<file path="src/hdl/tap_pkg.sv">
/*
  Shared constants and types of the boundary-scan test access port:
  instruction codes, identification layout, state and carrier types.
  Assumes nothing beyond a SystemVerilog-2012 compiler.
*/
package tap_pkg;

  localparam int IR_WIDTH = 5;
  localparam logic [IR_WIDTH-1:0] OP_EXTEST = 5'h00;
  localparam logic [IR_WIDTH-1:0] OP_SAMPLE = 5'h01;
  localparam logic [IR_WIDTH-1:0] OP_INT_SCAN = 5'h02;
  localparam logic [IR_WIDTH-1:0] OP_CLAMP = 5'h04;
  localparam logic [IR_WIDTH-1:0] OP_HIGHZ = 5'h05;
  localparam logic [IR_WIDTH-1:0] OP_PRIVATE_PHY_TEST = 5'h09;
  localparam logic [IR_WIDTH-1:0] OP_MEMORY_SELF_TEST = 5'h0a;
  localparam logic [IR_WIDTH-1:0] OP_IDCODE = 5'h0c;
  localparam logic [IR_WIDTH-1:0] OP_BYPASS = 5'h1f;
  // Fixed pattern loaded in Capture-IR, low bits 01
  localparam logic [IR_WIDTH-1:0] IR_CAPTURE_VAL = 5'h01;
  localparam logic [IR_WIDTH-1:0] IR_RESET_VAL = OP_IDCODE;

  localparam int ID_WIDTH = 32;
  localparam int ID_VERSION_LSB = 28;
  localparam int ID_VERSION_W = 4;
  localparam int ID_PART_LSB = 12;
  localparam int ID_PART_W = 16;
  localparam int ID_MANUF_LSB = 1;
  localparam int ID_MANUF_W = 11;
  localparam logic ID_FIXED_BIT = 1'b1;

  // Scan cells per pin: input capture, output data, output enable
  localparam int CELLS_PER_PIN = 3;
  localparam int CELL_IN = 0;
  localparam int CELL_DATA = 1;
  localparam int CELL_CTRL = 2;

  localparam int TLR_TMS_ONES = 5;

  typedef enum logic [3:0] {
    TEST_LOGIC_RESET, RUN_TEST_IDLE,
    SELECT_DR, CAPTURE_DR, SHIFT_DR, EXIT1_DR, PAUSE_DR, EXIT2_DR, UPDATE_DR,
    SELECT_IR, CAPTURE_IR, SHIFT_IR, EXIT1_IR, PAUSE_IR, EXIT2_IR, UPDATE_IR
  } tap_state_e;

  typedef enum logic [1:0] {
    SEL_BYPASS, SEL_BOUNDARY, SEL_IDCODE
  } dr_sel_e;

  typedef struct packed {
    logic tck;
    logic tms;
    logic tdi;
    logic trst_n;
  } tap_pins_s;

endpackage : tap_pkg

</file>
<file path="src/hdl/jtag_tap.sv">
/*
  Boundary-scan test access port: TAP controller, instruction register,
  bypass, identification and boundary-scan data registers, pin muxing.
  Assumes tck/tms/tdi/trst_n and the pin inputs are asynchronous to clk
  and that clk runs well above four times the tck rate.
*/
`timescale 1ns/1ns
// Overview of operation
// - Sixteen-state TAP machine advancing on rising tck, steered by tms.
// - Chip reset forces Test-Logic-Reset at power-up, no tester sequence needed.
// - Ports tck, tdi, tdo, tms and active-low asynchronous trst_n.
// - Scan chain covers every functional pin; TAP pins stay outside it.
// - Five-bit instruction register shifted via IR path selects data register.
// - Undefined instruction codes act exactly like bypass 11111.
// - EXTEST selects boundary register, drives pins from cells, captures inputs.
// - SAMPLE selects boundary register, captures and preloads, pins untouched.
// - HIGHZ floats all functional outputs and shifts through bypass.
// - CLAMP drives pins from boundary cells while shifting through bypass.
// - IDCODE selects the 32-bit identification register.
// - Bypass is a single shift stage between tdi and tdo.
// - Identification: version 31-28, part 27-12, maker 11-1, bit0 one.
// - Boundary cells capture pins and drivers in parallel on rising tck.
module jtag_tap
  import tap_pkg::*;
#(
  parameter int NUM_PINS = 8,
  parameter logic [ID_VERSION_W-1:0] ID_VERSION = 4'h0,  // Arbitrary value
  parameter logic [ID_PART_W-1:0] ID_PART = 16'h0000,    // Arbitrary value
  parameter logic [ID_MANUF_W-1:0] ID_MANUF = 11'h000    // Arbitrary value
) (
  input wire logic clk,
  input wire logic reset_n,
  input wire logic ce,
  input wire logic tck,
  input wire logic tms,
  input wire logic tdi,
  input wire logic trst_n,
  output logic tdo,
  output logic tdo_oe,
  input wire logic [NUM_PINS-1:0] core_out,
  input wire logic [NUM_PINS-1:0] core_oe,
  input wire logic [NUM_PINS-1:0] pin_in,
  output logic [NUM_PINS-1:0] pin_out,
  output logic [NUM_PINS-1:0] pin_oe,
  output logic [NUM_PINS-1:0] core_in,
  output logic int_scan_en,
  output logic memory_self_test_en,
  output logic private_phy_test_en
);

  localparam int NUM_CELLS = NUM_PINS * CELLS_PER_PIN;

  // Refused at elaboration: a chain with no pins has no cell to shift through
  if (NUM_PINS < 1) begin : g_bad_num_pins
    $error("NUM_PINS must be at least 1");
  end

  ////////////////////////////////////////////////////////////////////////////
  // Pin synchronisers and tck edge detection

  tap_pins_s tap_meta_ff;
  tap_pins_s tap_sync_ff;
  logic tck_prev_ff;
  logic [NUM_PINS-1:0] pin_meta_ff;
  logic [NUM_PINS-1:0] pin_sync_ff;
  logic tck_rise;
  logic tck_fall;

  always_ff @(posedge clk or negedge reset_n) begin
    if (!reset_n) begin
      tap_meta_ff <= '{tck: 1'b0, tms: 1'b1, tdi: 1'b1, trst_n: 1'b0};
      tap_sync_ff <= '{tck: 1'b0, tms: 1'b1, tdi: 1'b1, trst_n: 1'b0};
      tck_prev_ff <= 1'b0;
      pin_meta_ff <= '0;
      pin_sync_ff <= '0;
    end else if (ce) begin
      tap_meta_ff <= '{tck: tck, tms: tms, tdi: tdi, trst_n: trst_n};
      tap_sync_ff <= tap_meta_ff;
      tck_prev_ff <= tap_sync_ff.tck;
      pin_meta_ff <= pin_in;
      pin_sync_ff <= pin_meta_ff;
    end
  end

  // Edges derived from the synchronised copy only, never the first stage
  assign tck_rise = tap_sync_ff.tck & ~tck_prev_ff;
  assign tck_fall = ~tap_sync_ff.tck & tck_prev_ff;

  ////////////////////////////////////////////////////////////////////////////
  // TAP controller

  tap_state_e state_ff;
  tap_state_e nxt_state;

  always_comb begin
    nxt_state = state_ff;
    case (state_ff)
      TEST_LOGIC_RESET: nxt_state = tap_sync_ff.tms ? TEST_LOGIC_RESET : RUN_TEST_IDLE;
      RUN_TEST_IDLE: nxt_state = tap_sync_ff.tms ? SELECT_DR : RUN_TEST_IDLE;
      SELECT_DR: nxt_state = tap_sync_ff.tms ? SELECT_IR : CAPTURE_DR;
      CAPTURE_DR: nxt_state = tap_sync_ff.tms ? EXIT1_DR : SHIFT_DR;
      SHIFT_DR: nxt_state = tap_sync_ff.tms ? EXIT1_DR : SHIFT_DR;
      EXIT1_DR: nxt_state = tap_sync_ff.tms ? UPDATE_DR : PAUSE_DR;
      PAUSE_DR: nxt_state = tap_sync_ff.tms ? EXIT2_DR : PAUSE_DR;
      EXIT2_DR: nxt_state = tap_sync_ff.tms ? UPDATE_DR : SHIFT_DR;
      UPDATE_DR: nxt_state = tap_sync_ff.tms ? SELECT_DR : RUN_TEST_IDLE;
      SELECT_IR: nxt_state = tap_sync_ff.tms ? TEST_LOGIC_RESET : CAPTURE_IR;
      CAPTURE_IR: nxt_state = tap_sync_ff.tms ? EXIT1_IR : SHIFT_IR;
      SHIFT_IR: nxt_state = tap_sync_ff.tms ? EXIT1_IR : SHIFT_IR;
      EXIT1_IR: nxt_state = tap_sync_ff.tms ? UPDATE_IR : PAUSE_IR;
      PAUSE_IR: nxt_state = tap_sync_ff.tms ? EXIT2_IR : PAUSE_IR;
      EXIT2_IR: nxt_state = tap_sync_ff.tms ? UPDATE_IR : SHIFT_IR;
      UPDATE_IR: nxt_state = tap_sync_ff.tms ? SELECT_DR : RUN_TEST_IDLE;
      default: nxt_state = TEST_LOGIC_RESET;
    endcase
  end

  // Chip reset doubles as the test-logic power-on reset
  always_ff @(posedge clk or negedge reset_n) begin
    if (!reset_n) begin
      state_ff <= TEST_LOGIC_RESET;
    end else if (ce) begin
      if (!tap_sync_ff.trst_n) begin
        state_ff <= TEST_LOGIC_RESET;
      end else if (tck_rise) begin
        state_ff <= nxt_state;
      end
    end
  end

  logic in_tlr;
  logic step;
  assign in_tlr = (state_ff == TEST_LOGIC_RESET) || !tap_sync_ff.trst_n;
  assign step = tck_rise && tap_sync_ff.trst_n;

  ////////////////////////////////////////////////////////////////////////////
  // Instruction register and decode

  logic [IR_WIDTH-1:0] ir_shift_ff;
  logic [IR_WIDTH-1:0] ir_ff;

  always_ff @(posedge clk or negedge reset_n) begin
    if (!reset_n) begin
      ir_shift_ff <= IR_CAPTURE_VAL;
      ir_ff <= IR_RESET_VAL;
    end else if (ce) begin
      if (in_tlr) begin
        ir_ff <= IR_RESET_VAL;
      end else if (step) begin
        case (state_ff)
          CAPTURE_IR: ir_shift_ff <= IR_CAPTURE_VAL;
          SHIFT_IR: ir_shift_ff <= {tap_sync_ff.tdi, ir_shift_ff[IR_WIDTH-1:1]};
          UPDATE_IR: ir_ff <= ir_shift_ff;
          default: ir_shift_ff <= ir_shift_ff;
        endcase
      end
    end
  end

  dr_sel_e dr_sel;
  logic mode_drive;
  logic mode_highz;
  logic mode_extest;
  logic bsr_sel;

  always_comb begin
    dr_sel = SEL_BYPASS;
    mode_drive = 1'b0;
    mode_highz = 1'b0;
    mode_extest = 1'b0;
    if (ir_ff == OP_EXTEST) begin
      dr_sel = SEL_BOUNDARY;
      mode_drive = 1'b1;
      mode_extest = 1'b1;
    end else if (ir_ff == OP_SAMPLE) begin
      dr_sel = SEL_BOUNDARY;
    end else if (ir_ff == OP_HIGHZ) begin
      mode_highz = 1'b1;
    end else if (ir_ff == OP_CLAMP) begin
      mode_drive = 1'b1;
    end else if (ir_ff == OP_IDCODE) begin
      dr_sel = SEL_IDCODE;
    end
  end
  assign bsr_sel = (dr_sel == SEL_BOUNDARY);

  // Vendor modes shift through bypass; they only raise an enable to the core
  always_ff @(posedge clk or negedge reset_n) begin
    if (!reset_n) begin
      int_scan_en <= 1'b0;
      memory_self_test_en <= 1'b0;
      private_phy_test_en <= 1'b0;
    end else if (ce) begin
      int_scan_en <= (ir_ff == OP_INT_SCAN);
      memory_self_test_en <= (ir_ff == OP_MEMORY_SELF_TEST);
      private_phy_test_en <= (ir_ff == OP_PRIVATE_PHY_TEST);
    end
  end

  ////////////////////////////////////////////////////////////////////////////
  // Bypass and identification registers

  logic bypass_ff;
  logic [ID_WIDTH-1:0] id_shift_ff;
  logic [ID_WIDTH-1:0] id_value;
  assign id_value = {ID_VERSION, ID_PART, ID_MANUF, ID_FIXED_BIT};

  always_ff @(posedge clk or negedge reset_n) begin
    if (!reset_n) begin
      bypass_ff <= 1'b0;
      id_shift_ff <= '0;
    end else if (ce && step) begin
      if (state_ff == CAPTURE_DR) begin
        bypass_ff <= 1'b0;
        id_shift_ff <= id_value;
      end else if (state_ff == SHIFT_DR) begin
        bypass_ff <= tap_sync_ff.tdi;
        id_shift_ff <= {tap_sync_ff.tdi, id_shift_ff[ID_WIDTH-1:1]};
      end
    end
  end

  ////////////////////////////////////////////////////////////////////////////
  // Boundary-scan chain, cell 0 nearest tdo

  logic [NUM_CELLS-1:0] cell_so;
  logic [NUM_CELLS-1:0] cell_upd;
  logic [NUM_CELLS-1:0] cell_cap;
  logic [NUM_CELLS:0] chain;
  logic bsr_capture;
  logic bsr_shift;
  logic bsr_update;

  assign bsr_capture = step && bsr_sel && (state_ff == CAPTURE_DR);
  assign bsr_shift = step && bsr_sel && (state_ff == SHIFT_DR);
  assign bsr_update = step && bsr_sel && (state_ff == UPDATE_DR);
  assign chain[NUM_CELLS] = tap_sync_ff.tdi;

  genvar gi;
  generate
    for (gi = 0; gi < NUM_PINS; gi++) begin : g_pin
      assign cell_cap[gi*CELLS_PER_PIN+CELL_IN] = pin_sync_ff[gi];
      assign cell_cap[gi*CELLS_PER_PIN+CELL_DATA] = core_out[gi];
      assign cell_cap[gi*CELLS_PER_PIN+CELL_CTRL] = core_oe[gi];
    end
    for (gi = 0; gi < NUM_CELLS; gi++) begin : g_cell
      scan_cell u_cell (
        .clk(clk),
        .reset_n(reset_n),
        .ce(ce),
        .capture_en(bsr_capture),
        .shift_en(bsr_shift),
        .update_en(bsr_update),
        .cap_val(cell_cap[gi]),
        .scan_in(chain[gi+1]),
        .scan_out(cell_so[gi]),
        .upd_out(cell_upd[gi])
      );
      assign chain[gi] = cell_so[gi];
    end
  endgenerate

  ////////////////////////////////////////////////////////////////////////////
  // Pin muxing, registered so pins never glitch on decode changes

  always_ff @(posedge clk or negedge reset_n) begin
    if (!reset_n) begin
      pin_out <= '0;
      pin_oe <= '0;
      core_in <= '0;
    end else if (ce) begin
      for (int i = 0; i < NUM_PINS; i++) begin
        if (mode_highz) begin
          pin_out[i] <= core_out[i];
          pin_oe[i] <= 1'b0;
        end else if (mode_drive) begin
          pin_out[i] <= cell_upd[i*CELLS_PER_PIN+CELL_DATA];
          pin_oe[i] <= cell_upd[i*CELLS_PER_PIN+CELL_CTRL];
        end else begin
          pin_out[i] <= core_out[i];
          pin_oe[i] <= core_oe[i];
        end
        core_in[i] <= mode_extest ? cell_upd[i*CELLS_PER_PIN+CELL_IN] : pin_sync_ff[i];
      end
    end
  end

  ////////////////////////////////////////////////////////////////////////////
  // Test data out, changed on falling tck

  logic nxt_tdo;
  always_comb begin
    nxt_tdo = bypass_ff;
    if (state_ff == SHIFT_IR) begin
      nxt_tdo = ir_shift_ff[0];
    end else if (dr_sel == SEL_BOUNDARY) begin
      nxt_tdo = cell_so[0];
    end else if (dr_sel == SEL_IDCODE) begin
      nxt_tdo = id_shift_ff[0];
    end
  end

  always_ff @(posedge clk or negedge reset_n) begin
    if (!reset_n) begin
      tdo <= 1'b0;
      tdo_oe <= 1'b0;
    end else if (ce) begin
      if (!tap_sync_ff.trst_n) begin
        tdo_oe <= 1'b0;
      end else if (tck_fall) begin
        tdo <= nxt_tdo;
        tdo_oe <= (state_ff == SHIFT_IR) || (state_ff == SHIFT_DR);
      end
    end
  end

endmodule : jtag_tap

</file>
<file path="src/hdl/scan_cell.sv">
/*
  One boundary-scan cell: a capture/shift stage and an update latch.
  Assumes strobes are single clk cycles already qualified by tck edges.
*/
`timescale 1ns/1ns
module scan_cell (
  input wire logic clk,
  input wire logic reset_n,
  input wire logic ce,
  input wire logic capture_en,
  input wire logic shift_en,
  input wire logic update_en,
  input wire logic cap_val,
  input wire logic scan_in,
  output logic scan_out,
  output logic upd_out
);

  logic shift_ff;
  logic upd_ff;

  always_ff @(posedge clk or negedge reset_n) begin
    if (!reset_n) begin
      shift_ff <= 1'b0;
    end else if (ce) begin
      if (capture_en) begin
        shift_ff <= cap_val;
      end else if (shift_en) begin
        shift_ff <= scan_in;
      end
    end
  end

  // Update stage holds pins steady while new data shifts through
  always_ff @(posedge clk or negedge reset_n) begin
    if (!reset_n) begin
      upd_ff <= 1'b0;
    end else if (ce && update_en) begin
      upd_ff <= shift_ff;
    end
  end

  assign scan_out = shift_ff;
  assign upd_out = upd_ff;

endmodule : scan_cell

</file>
<file path="config.mk">
export PLATFORM = sky130hd
export DESIGN_NAME = jtag_tap
export DESIGN_NICKNAME = d
export VERILOG_FILES = /design/src/hdl/tap_pkg.sv /design/src/hdl/jtag_tap.sv /design/src/hdl/scan_cell.sv
export SDC_FILE = /design/constraint.sdc
export NUM_CORES = 1
export LEC_CHECK = 0
export ABC_AREA = 1
export BUFFER_PORTS_ARGS = -buffer_cell sky130_fd_sc_hd__buf_2
export CAP_MARGIN = 5
export CORE_ASPECT_RATIO = 1.75
export CORE_MARGIN = 4
export CORE_UTILIZATION = 50
export CTS_CLUSTER_DIAMETER = 50
export DETAILED_ROUTE_END_ITERATION = 12
export GPL_TIMING_DRIVEN = 0
export PLACE_DENSITY_LB_ADDON = 0.15
export SLEW_MARGIN = 10
export SYNTH_ARGS = -nofsm -noshare
export SYNTH_HDL_FRONTEND = slang
export SYNTH_HIERARCHICAL = 1
export SYNTH_SLANG_ARGS = --single-unit
</file>
<file path="constraint.sdc">
create_clock -name clk -period 4 [get_ports clk]
set_input_delay 0.6 -clock clk [delete_from_list [all_inputs] [get_ports clk]]
set_output_delay 0.6 -clock clk [all_outputs]
set_load 0.03 [all_outputs]
</file>
# After elaboration in Yosys (flattened, before gate mapping)
# Cells that the tools add are included.
# Widths: inputs -> output; s select.
# word_totals
n_memories,0
mem_bits_ro,0
latchBits,0
out_inout_bits,29
mem_bits_rw,0
word_cells,259
in_bits,31
regBits,149
# classes
n_reduce_logical,27
magnitude_cmp,0
multipliers,0
n_addsub,0
shifts,0
n_div,0
n_bitwise,5
mux,129
n_eq_ne,26
# op_table
op,n
$mux 1,106
$mux 32,2
$pmux 4 s12,1
$eq 4x4->1 const B,8
$mux 4,6
$eq 4x3->1 const B,4
$mux 2,8
$eq 5x4->1 const B,3
$mux 5,3
$eq 5x3->1 const B,2
$pmux 5 s2,1
$reduce_bool 2->1,5
$eq 4x2->1 const B,2
$reduce_and 2->1,4
$logic_and 1x1->1,7
$mux 3,2
$reduce_and 3->1,2
$eq 5x1->1 const B,1
$eq 5x2->1 const B,1
$logic_not 5->1,1
$eq 4x1->1 const B,1
$logic_not 4->1,1
$ne 2x1->1 const B,2
$reduce_and 4->1,1
8 further kinds,13

# Longest topological paths before layout
# depth
ltp_word,11
mapped_depth,11

# Cells and area by module
# The synthesis kept the hierarchy.
# by_module_without_submodules
module,n_inst,cells_per_inst,area_each_um2,seq_area_each_um2
jtag_tap,1,553,4526.8,2511.2
scan_cell,24,17,108.9,50.0

# Worst setup path before layout
# OpenSTA, ideal clock, no wires.
# synth_timing
kind,reg-to-reg
startpoint,reg state_ff[2]
endpoint,reg g_cell[0].u_cell.shift_ff
arrival_time_ps,4119
required_ps,3881
stages_incl_launch_ff,8
path_buffers,1
setup_time_ps,119
slack_ps,-238
cell_sequence,dfrtp_1 > nor2_1 > nand2_1 > buf_2 > nor2_1 > o21ai_0 > nand2_1 > nand2_1
# synth_between
elab_chain_cells,4
elab_cells_between_ends,7
# synth_lines
item,line,source
start: declaration,jtag_tap.sv:92,tap_state_e state_ff;
start signal: assignment,jtag_tap.sv:126,state_ff <= nxt_state;
$eq 4x2->1 *,jtag_tap.sv:234,assign bsr_capture = step && bsr_sel && (state_ff == CAPTURE_DR);
$logic_and 1x1->1 *,jtag_tap.sv:234,
via bsr_capture,jtag_tap.sv:230,logic bsr_capture;
$reduce_bool 2->1 (no source line),n/a,
$reduce_and 2->1 (no source line),n/a,
end signal: assignment,scan_cell.sv:27,shift_ff <= cap_val;
end signal: assignment,scan_cell.sv:29,shift_ff <= scan_in;
end: declaration,scan_cell.sv:19,logic shift_ff;
# The timed path passes the listed nets; every way through them passes the cells marked *.
# A chain may end at the register's enable or synchronous reset.

# Worst setup path in the final report
# layout_timing
startpoint,reg ir_ff[4]
endpoint,reg g_cell[14].u_cell.shift_ff
# layout_between
elab_chain_cells,11
elab_cells_between_ends,17
# layout_lines
item,line,source
start: declaration,jtag_tap.sv:140,logic [IR_WIDTH-1:0] ir_ff;
start signal: assignment,jtag_tap.sv:153,UPDATE_IR: ir_ff <= ir_shift_ff;
$eq 5x4->1,jtag_tap.sv:181,end else if (ir_ff == OP_IDCODE) begin
$mux 2,jtag_tap.sv:181,
$mux 2,jtag_tap.sv:179,end else if (ir_ff == OP_CLAMP) begin
$mux 2,jtag_tap.sv:177,end else if (ir_ff == OP_HIGHZ) begin
$mux 2,jtag_tap.sv:175,end else if (ir_ff == OP_SAMPLE) begin
$mux 2 *,jtag_tap.sv:171,if (ir_ff == OP_EXTEST) begin
$eq 2x1->1 *,jtag_tap.sv:185,assign bsr_sel = (dr_sel == SEL_BOUNDARY);
$logic_and 1x1->1 * (2 in a row),jtag_tap.sv:234,
via bsr_capture,jtag_tap.sv:230,
$reduce_bool 2->1 (no source line),n/a,
$reduce_and 2->1 (no source line),n/a,
end signal: assignment,scan_cell.sv:27,
end signal: assignment,scan_cell.sv:29,
end: declaration,scan_cell.sv:19,
# Marked as above.

==> metrics.txt <==
# TYPE chip_impl_metric gauge
chip_impl_metric{name="fillers",unit=""} 1342
chip_impl_metric{name="area_delta_synth_final",unit="%"} 18.3
chip_impl_metric{name="required_time_of_the_worst_setup_path",unit="ns"} 4.32
chip_impl_metric{name="fp.dieH",unit="µm"} 166
chip_impl_metric{name="die_area",unit="mm²"} 0.0163
chip_impl_info{name="worst_setup_path_startpoint",value="ir_ff[4]"} 1
chip_impl_metric{name="vdd_drop_max",unit="V"} 0.000267
chip_impl_metric{name="regArea",unit="mm²"} 0.00371
chip_impl_metric{name="synth_simple_gate_area_frac",unit=""} 0.297
chip_impl_metric{name="half_perimeter_wire_length_after_placement",unit="mm"} 12.2
chip_impl_metric{name="holdWs",unit="ns"} 0.135
chip_impl_metric{name="floorplan.initialDensity",unit=""} 0.511
chip_impl_metric{name="actual_slew_at_the_worst_max_slew_pin",unit="ns"} 0.718
chip_impl_info{name="worst_r2r_endpoint",value="g_cell[14].u_cell/scan_out"} 1
chip_impl_metric{name="yosys_warnings",unit=""} 6
chip_impl_metric{name="grt_usage",unit=""} 0.232
chip_impl_metric{name="static-leakage-power",unit="nW"} 4.36
chip_impl_info{name="worstReg2RegStart",value="ir_ff[4]"} 1
chip_impl_metric{name="arr_time_crit_path",unit="ns"} 3.04
chip_impl_info{name="critPathCapture",value="g_cell[14].u_cell/scan_out"} 1
chip_impl_metric{name="dr.pass1.iters",unit=""} 5
chip_impl_metric{name="post_route_cells_drive_above_1_share",unit=""} 0.116
chip_impl_metric{name="finalClockSkew",unit="ns"} 0.00881
chip_impl_metric{name="cts_max_path_buffers",unit=""} 2
chip_impl_info{name="cts_tree",value="built"} 1
chip_impl_metric{name="clk_pin_slew_worst_paths",unit="ns"} 0.06
chip_impl_metric{name="cts.sinks",unit=""} 148
chip_impl_metric{name="fmax",unit="MHz"} 367
chip_impl_info{name="worst_path_most_repeated_cell",value="sky130_fd_sc_hd__nand2_1"} 1
chip_impl_info{name="cp_cell_sequence",value="nor2_1 -> nand2_1 -> nor2_1 -> nand2_1 -> nor2_4 -> buf_16 -> buf_12 -> inv_1 -> nand2_1 -> nand2_1 -> nand2_1 -> nand2_1"} 1
chip_impl_metric{name="worst_path_largest_cell_delay",unit="ns"} 0.52
chip_impl_info{name="cp-start-kind",value="flip-flop"} 1
chip_impl_metric{name="core_area",unit="mm²"} 0.0140
chip_impl_metric{name="yosys-mux-area-fraction",unit=""} 0
chip_impl_metric{name="drt.antenna.violating_nets",unit=""} 0
chip_impl_metric{name="viasPerCell",unit=""} 5.14
chip_impl_metric{name="synthesis.nets",unit=""} 992
chip_impl_metric{name="utilization",unit=""} 0.604
chip_impl_metric{name="final_setup_violating_endpoints",unit=""} 0
chip_impl_metric{name="num_io_pins",unit=""} 60
chip_impl_metric{name="drcViolationCount",unit=""} 0
chip_impl_info{name="grt_setup_unrepaired",value="no"} 1
chip_impl_info{name="cp-end-kind",value="flip-flop"} 1
chip_impl_metric{name="critical_path_buf_inv_count",unit=""} 3
chip_impl_metric{name="synthesis.area_per_instance",unit="µm²"} 7.43
chip_impl_metric{name="timing.reg2reg.worst_path_depth",unit=""} 12
chip_impl_metric{name="wire_per_inst",unit="µm"} 14.8
chip_impl_info{name="hp-class",value="input port to asynchronous set/reset pin"} 1
chip_impl_metric{name="grt_pass1_vias",unit=""} 6229
chip_impl_metric{name="detailedPlace.worstSlack",unit="ns"} 1.24
chip_impl_info{name="critPathTopFamily",value="simple AND/OR/NAND/NOR gates"} 1
chip_impl_metric{name="mappedNetlistArea",unit="mm²"} 0.00714
chip_impl_metric{name="max_cap_viol_count",unit=""} 0
chip_impl_metric{name="std_cell_rows",unit=""} 57
chip_impl_metric{name="cts_setup_buffers",unit=""} 0
chip_impl_metric{name="clk-insertion-delay-late",unit="ns"} 0.42
chip_impl_metric{name="antenna_found_initial",unit=""} 0
chip_impl_metric{name="cts_resized",unit=""} 0
chip_impl_metric{name="number_of_distinct_library_cell_variants_in_the_gate_level_netlist_after_synthesis",unit=""} 25
chip_impl_info{name="clock-root-buffer",value="sky130_fd_sc_hd__clkbuf_16"} 1
chip_impl_metric{name="post_layout_nets",unit=""} 1076
chip_impl_metric{name="wirelength",unit="mm"} 18.3
chip_impl_metric{name="post-route-period-util",unit=""} 0.681
chip_impl_metric{name="cp_max_fo",unit=""} 43
chip_impl_metric{name="finish.instance_area",unit="mm²"} 0.00844
chip_impl_info{name="worst_path_max_delay_cell",value="sky130_fd_sc_hd__nor2_4"} 1
chip_impl_metric{name="worst_slack",unit="ns"} 1.28
chip_impl_metric{name="grt_overflow",unit=""} 0
chip_impl_metric{name="ff_latch_count_synth",unit=""} 148
chip_impl_metric{name="timing.critical_path.depth",unit=""} 12
chip_impl_metric{name="grt_pass1_wl",unit="mm"} 30.7
chip_impl_metric{name="via_count",unit=""} 6350
chip_impl_metric{name="post_cts_hold_buffer_count",unit=""} 0
chip_impl_metric{name="placement.cell_area",unit="mm²"} 0.00784
chip_impl_metric{name="cts_made_buffers",unit=""} 17
chip_impl_info{name="synth_top_family_by_area",value="simple AND/OR/NAND/NOR gates"} 1
chip_impl_metric{name="hold_viol_final",unit=""} 0
chip_impl_metric{name="synth_xor_area_frac",unit=""} 0
chip_impl_metric{name="finalCriticalPeriod",unit="ns"} 2.72
chip_impl_metric{name="detailedRoute.firstIterationViolations",unit=""} 399
chip_impl_metric{name="final_max_slew_viol_count",unit=""} 0
chip_impl_metric{name="cts_max_level",unit=""} 4
chip_impl_metric{name="cellPowerDensity",unit="mW/mm²"} 429
chip_impl_metric{name="area_fraction_in_compound_gates_after_synthesis",unit=""} 0.105
chip_impl_metric{name="fin_tns_setup",unit="ns"} 0
chip_impl_metric{name="gpl.final_weighted_congestion",unit=""} 0.879
chip_impl_info{name="path_class",value="flip-flop to flip-flop"} 1
chip_impl_metric{name="synthesized_area_fraction_occupied_by_adder_cells",unit=""} 0
chip_impl_metric{name="yosysSeqAreaShare",unit=""} 0.520
chip_impl_info{name="status",value="completed"} 1
chip_impl_metric{name="worst_slew_margin_rel",unit=""} 0.522
chip_impl_metric{name="synth_cells",unit=""} 961
chip_impl_metric{name="grt_start_max_net_pins",unit=""} 91
chip_impl_metric{name="placement.io_buffers",unit=""} 59
chip_impl_metric{name="die_w",unit="µm"} 98.3
chip_impl_metric{name="reg2reg_slack",unit="ns"} 1.28
chip_impl_metric{name="multiInputGateArea",unit="mm²"} 0.00290
-- placed cells by master (no fill, tap or decap), types with 3 or more instances in the layout --
| cell type | n |
|---|---|
| sky130_fd_sc_hd__bufinv_16 | 3 |
| sky130_fd_sc_hd__dfstp_2 | 7 |
| sky130_fd_sc_hd__a21oi_1 | 29 |
| sky130_fd_sc_hd__nand3b_1 | 3 |
| sky130_fd_sc_hd__inv_1 | 111 |
| sky130_fd_sc_hd__buf_16 | 4 |
| sky130_fd_sc_hd__clkbuf_16 | 17 |
| sky130_fd_sc_hd__o211ai_1 | 9 |
| sky130_fd_sc_hd__dfrtp_1 | 141 |
| sky130_fd_sc_hd__nor2_1 | 87 |
| sky130_fd_sc_hd__o21ai_0 | 96 |
| sky130_fd_sc_hd__nand2_1 | 368 |
| sky130_fd_sc_hd__clkbuf_1 | 10 |
| sky130_fd_sc_hd__nor2_4 | 3 |
| sky130_fd_sc_hd__clkinv_2 | 4 |
| sky130_fd_sc_hd__clkinvlp_4 | 4 |
| sky130_fd_sc_hd__buf_6 | 4 |
| sky130_fd_sc_hd__buf_2 | 64 |
| sky130_fd_sc_hd__nand3_1 | 70 |
| sky130_fd_sc_hd__buf_1 | 3 |
-- kinds of logic after synthesis --
family                 after synthesis
AND/OR/NAND/NOR                    536
flip-flops                         148
AO/OA/AOI/OAI                      141
buffers and inverters              136
-- synthesized netlist by cell type --
library cell	count	share of area
sky130_fd_sc_hd__buf_6	4	0.0063
sky130_fd_sc_hd__o211ai_1	9	0.0095
sky130_fd_sc_hd__nand3b_1	3	0.0032
sky130_fd_sc_hd__nand2_2	1	0.00088
sky130_fd_sc_hd__a21oi_4	1	0.0023
sky130_fd_sc_hd__clkbuf_1	9	0.0047
sky130_fd_sc_hd__o221ai_1	1	0.0012
sky130_fd_sc_hd__a21oi_1	29	0.020
sky130_fd_sc_hd__buf_4	1	0.0011
sky130_fd_sc_hd__nand2_1	368	0.19
sky130_fd_sc_hd__nand4_1	2	0.0018
sky130_fd_sc_hd__dfrtp_1	141	0.49
sky130_fd_sc_hd__inv_1	111	0.058
sky130_fd_sc_hd__o22ai_1	1	0.00088
sky130_fd_sc_hd__inv_2	1	0.00053
sky130_fd_sc_hd__nor2_1	90	0.047
sky130_fd_sc_hd__o21ai_1	2	0.0014
sky130_fd_sc_hd__buf_2	7	0.0049
sky130_fd_sc_hd__buf_1	3	0.0016
sky130_fd_sc_hd__nand3_1	70	0.049
sky130_fd_sc_hd__o21ai_0	96	0.067
sky130_fd_sc_hd__nor2_2	2	0.0018
sky130_fd_sc_hd__o41ai_1	1	0.0012
sky130_fd_sc_hd__dfstp_2	7	0.026
sky130_fd_sc_hd__o31ai_1	1	0.0011
-- flip-flops by register name (all words and copies together), names as in the netlist, 8 cells and up --
name                    count
g_cell.u_cell/scan_out     24
pin_meta_ff                 8
pin_sync_ff                 8
g_cell.u_cell/upd_out      24
pin_out                     8
pin_oe                      8
core_in                     8
id_shift_ff                31
-- routing by layer --
metal,wire (µm),GRT usage,share of wire
met5,0,0,0
met4,414,0.0904,0.023
met3,878,0.0454,0.048
met2,9460,0.403,0.52
met1,7500,0.282,0.41
-- power by group --
group          total (W)  leakage, nW  internal [W]  switching, W
Clock            0.00164        0.285      0.000995      0.000641
Sequential       0.00163         1.76       0.00158     0.0000505
Combinational   0.000363         2.31      0.000100      0.000263
-- worst min-delay path by stage --
stage                                   startpoint                       end  slack [ns]
final                                      reset_n           id_shift_ff[17]        0.14
after detailed placement            tap_meta_ff[2]            tap_meta_ff[2]        0.45
after global routing                       reset_n           id_shift_ff[17]        0.17
after CTS                                  reset_n           id_shift_ff[17]        0.16
after global placement    g_cell[0].u_cell/upd_out  g_cell[0].u_cell/upd_out        0.45
after floorplan                            reset_n                 bypass_ff        0.30
-- per-stage QoR --
step	std cells	power, W
floorplan	961	0.00185
global placement	1197	0.00201
detailed placement	1203	0.00202
CTS	1235	0.00365
global route	1235	0.00377
finish	1236	0.00363
-- layout make-up --
cell class              instances  area share
clock inverters                13      0.0187
multi-input cells             677       0.343
diodes                          1    0.000296
flip-flops and latches        148       0.440
well taps                     177      0.0262
inverters                     112      0.0498
plain buffers                  24      0.0157
clock buffers                  19      0.0525
repair buffers                 65      0.0542
No activity file was read; power rests on OpenSTA's default activity.
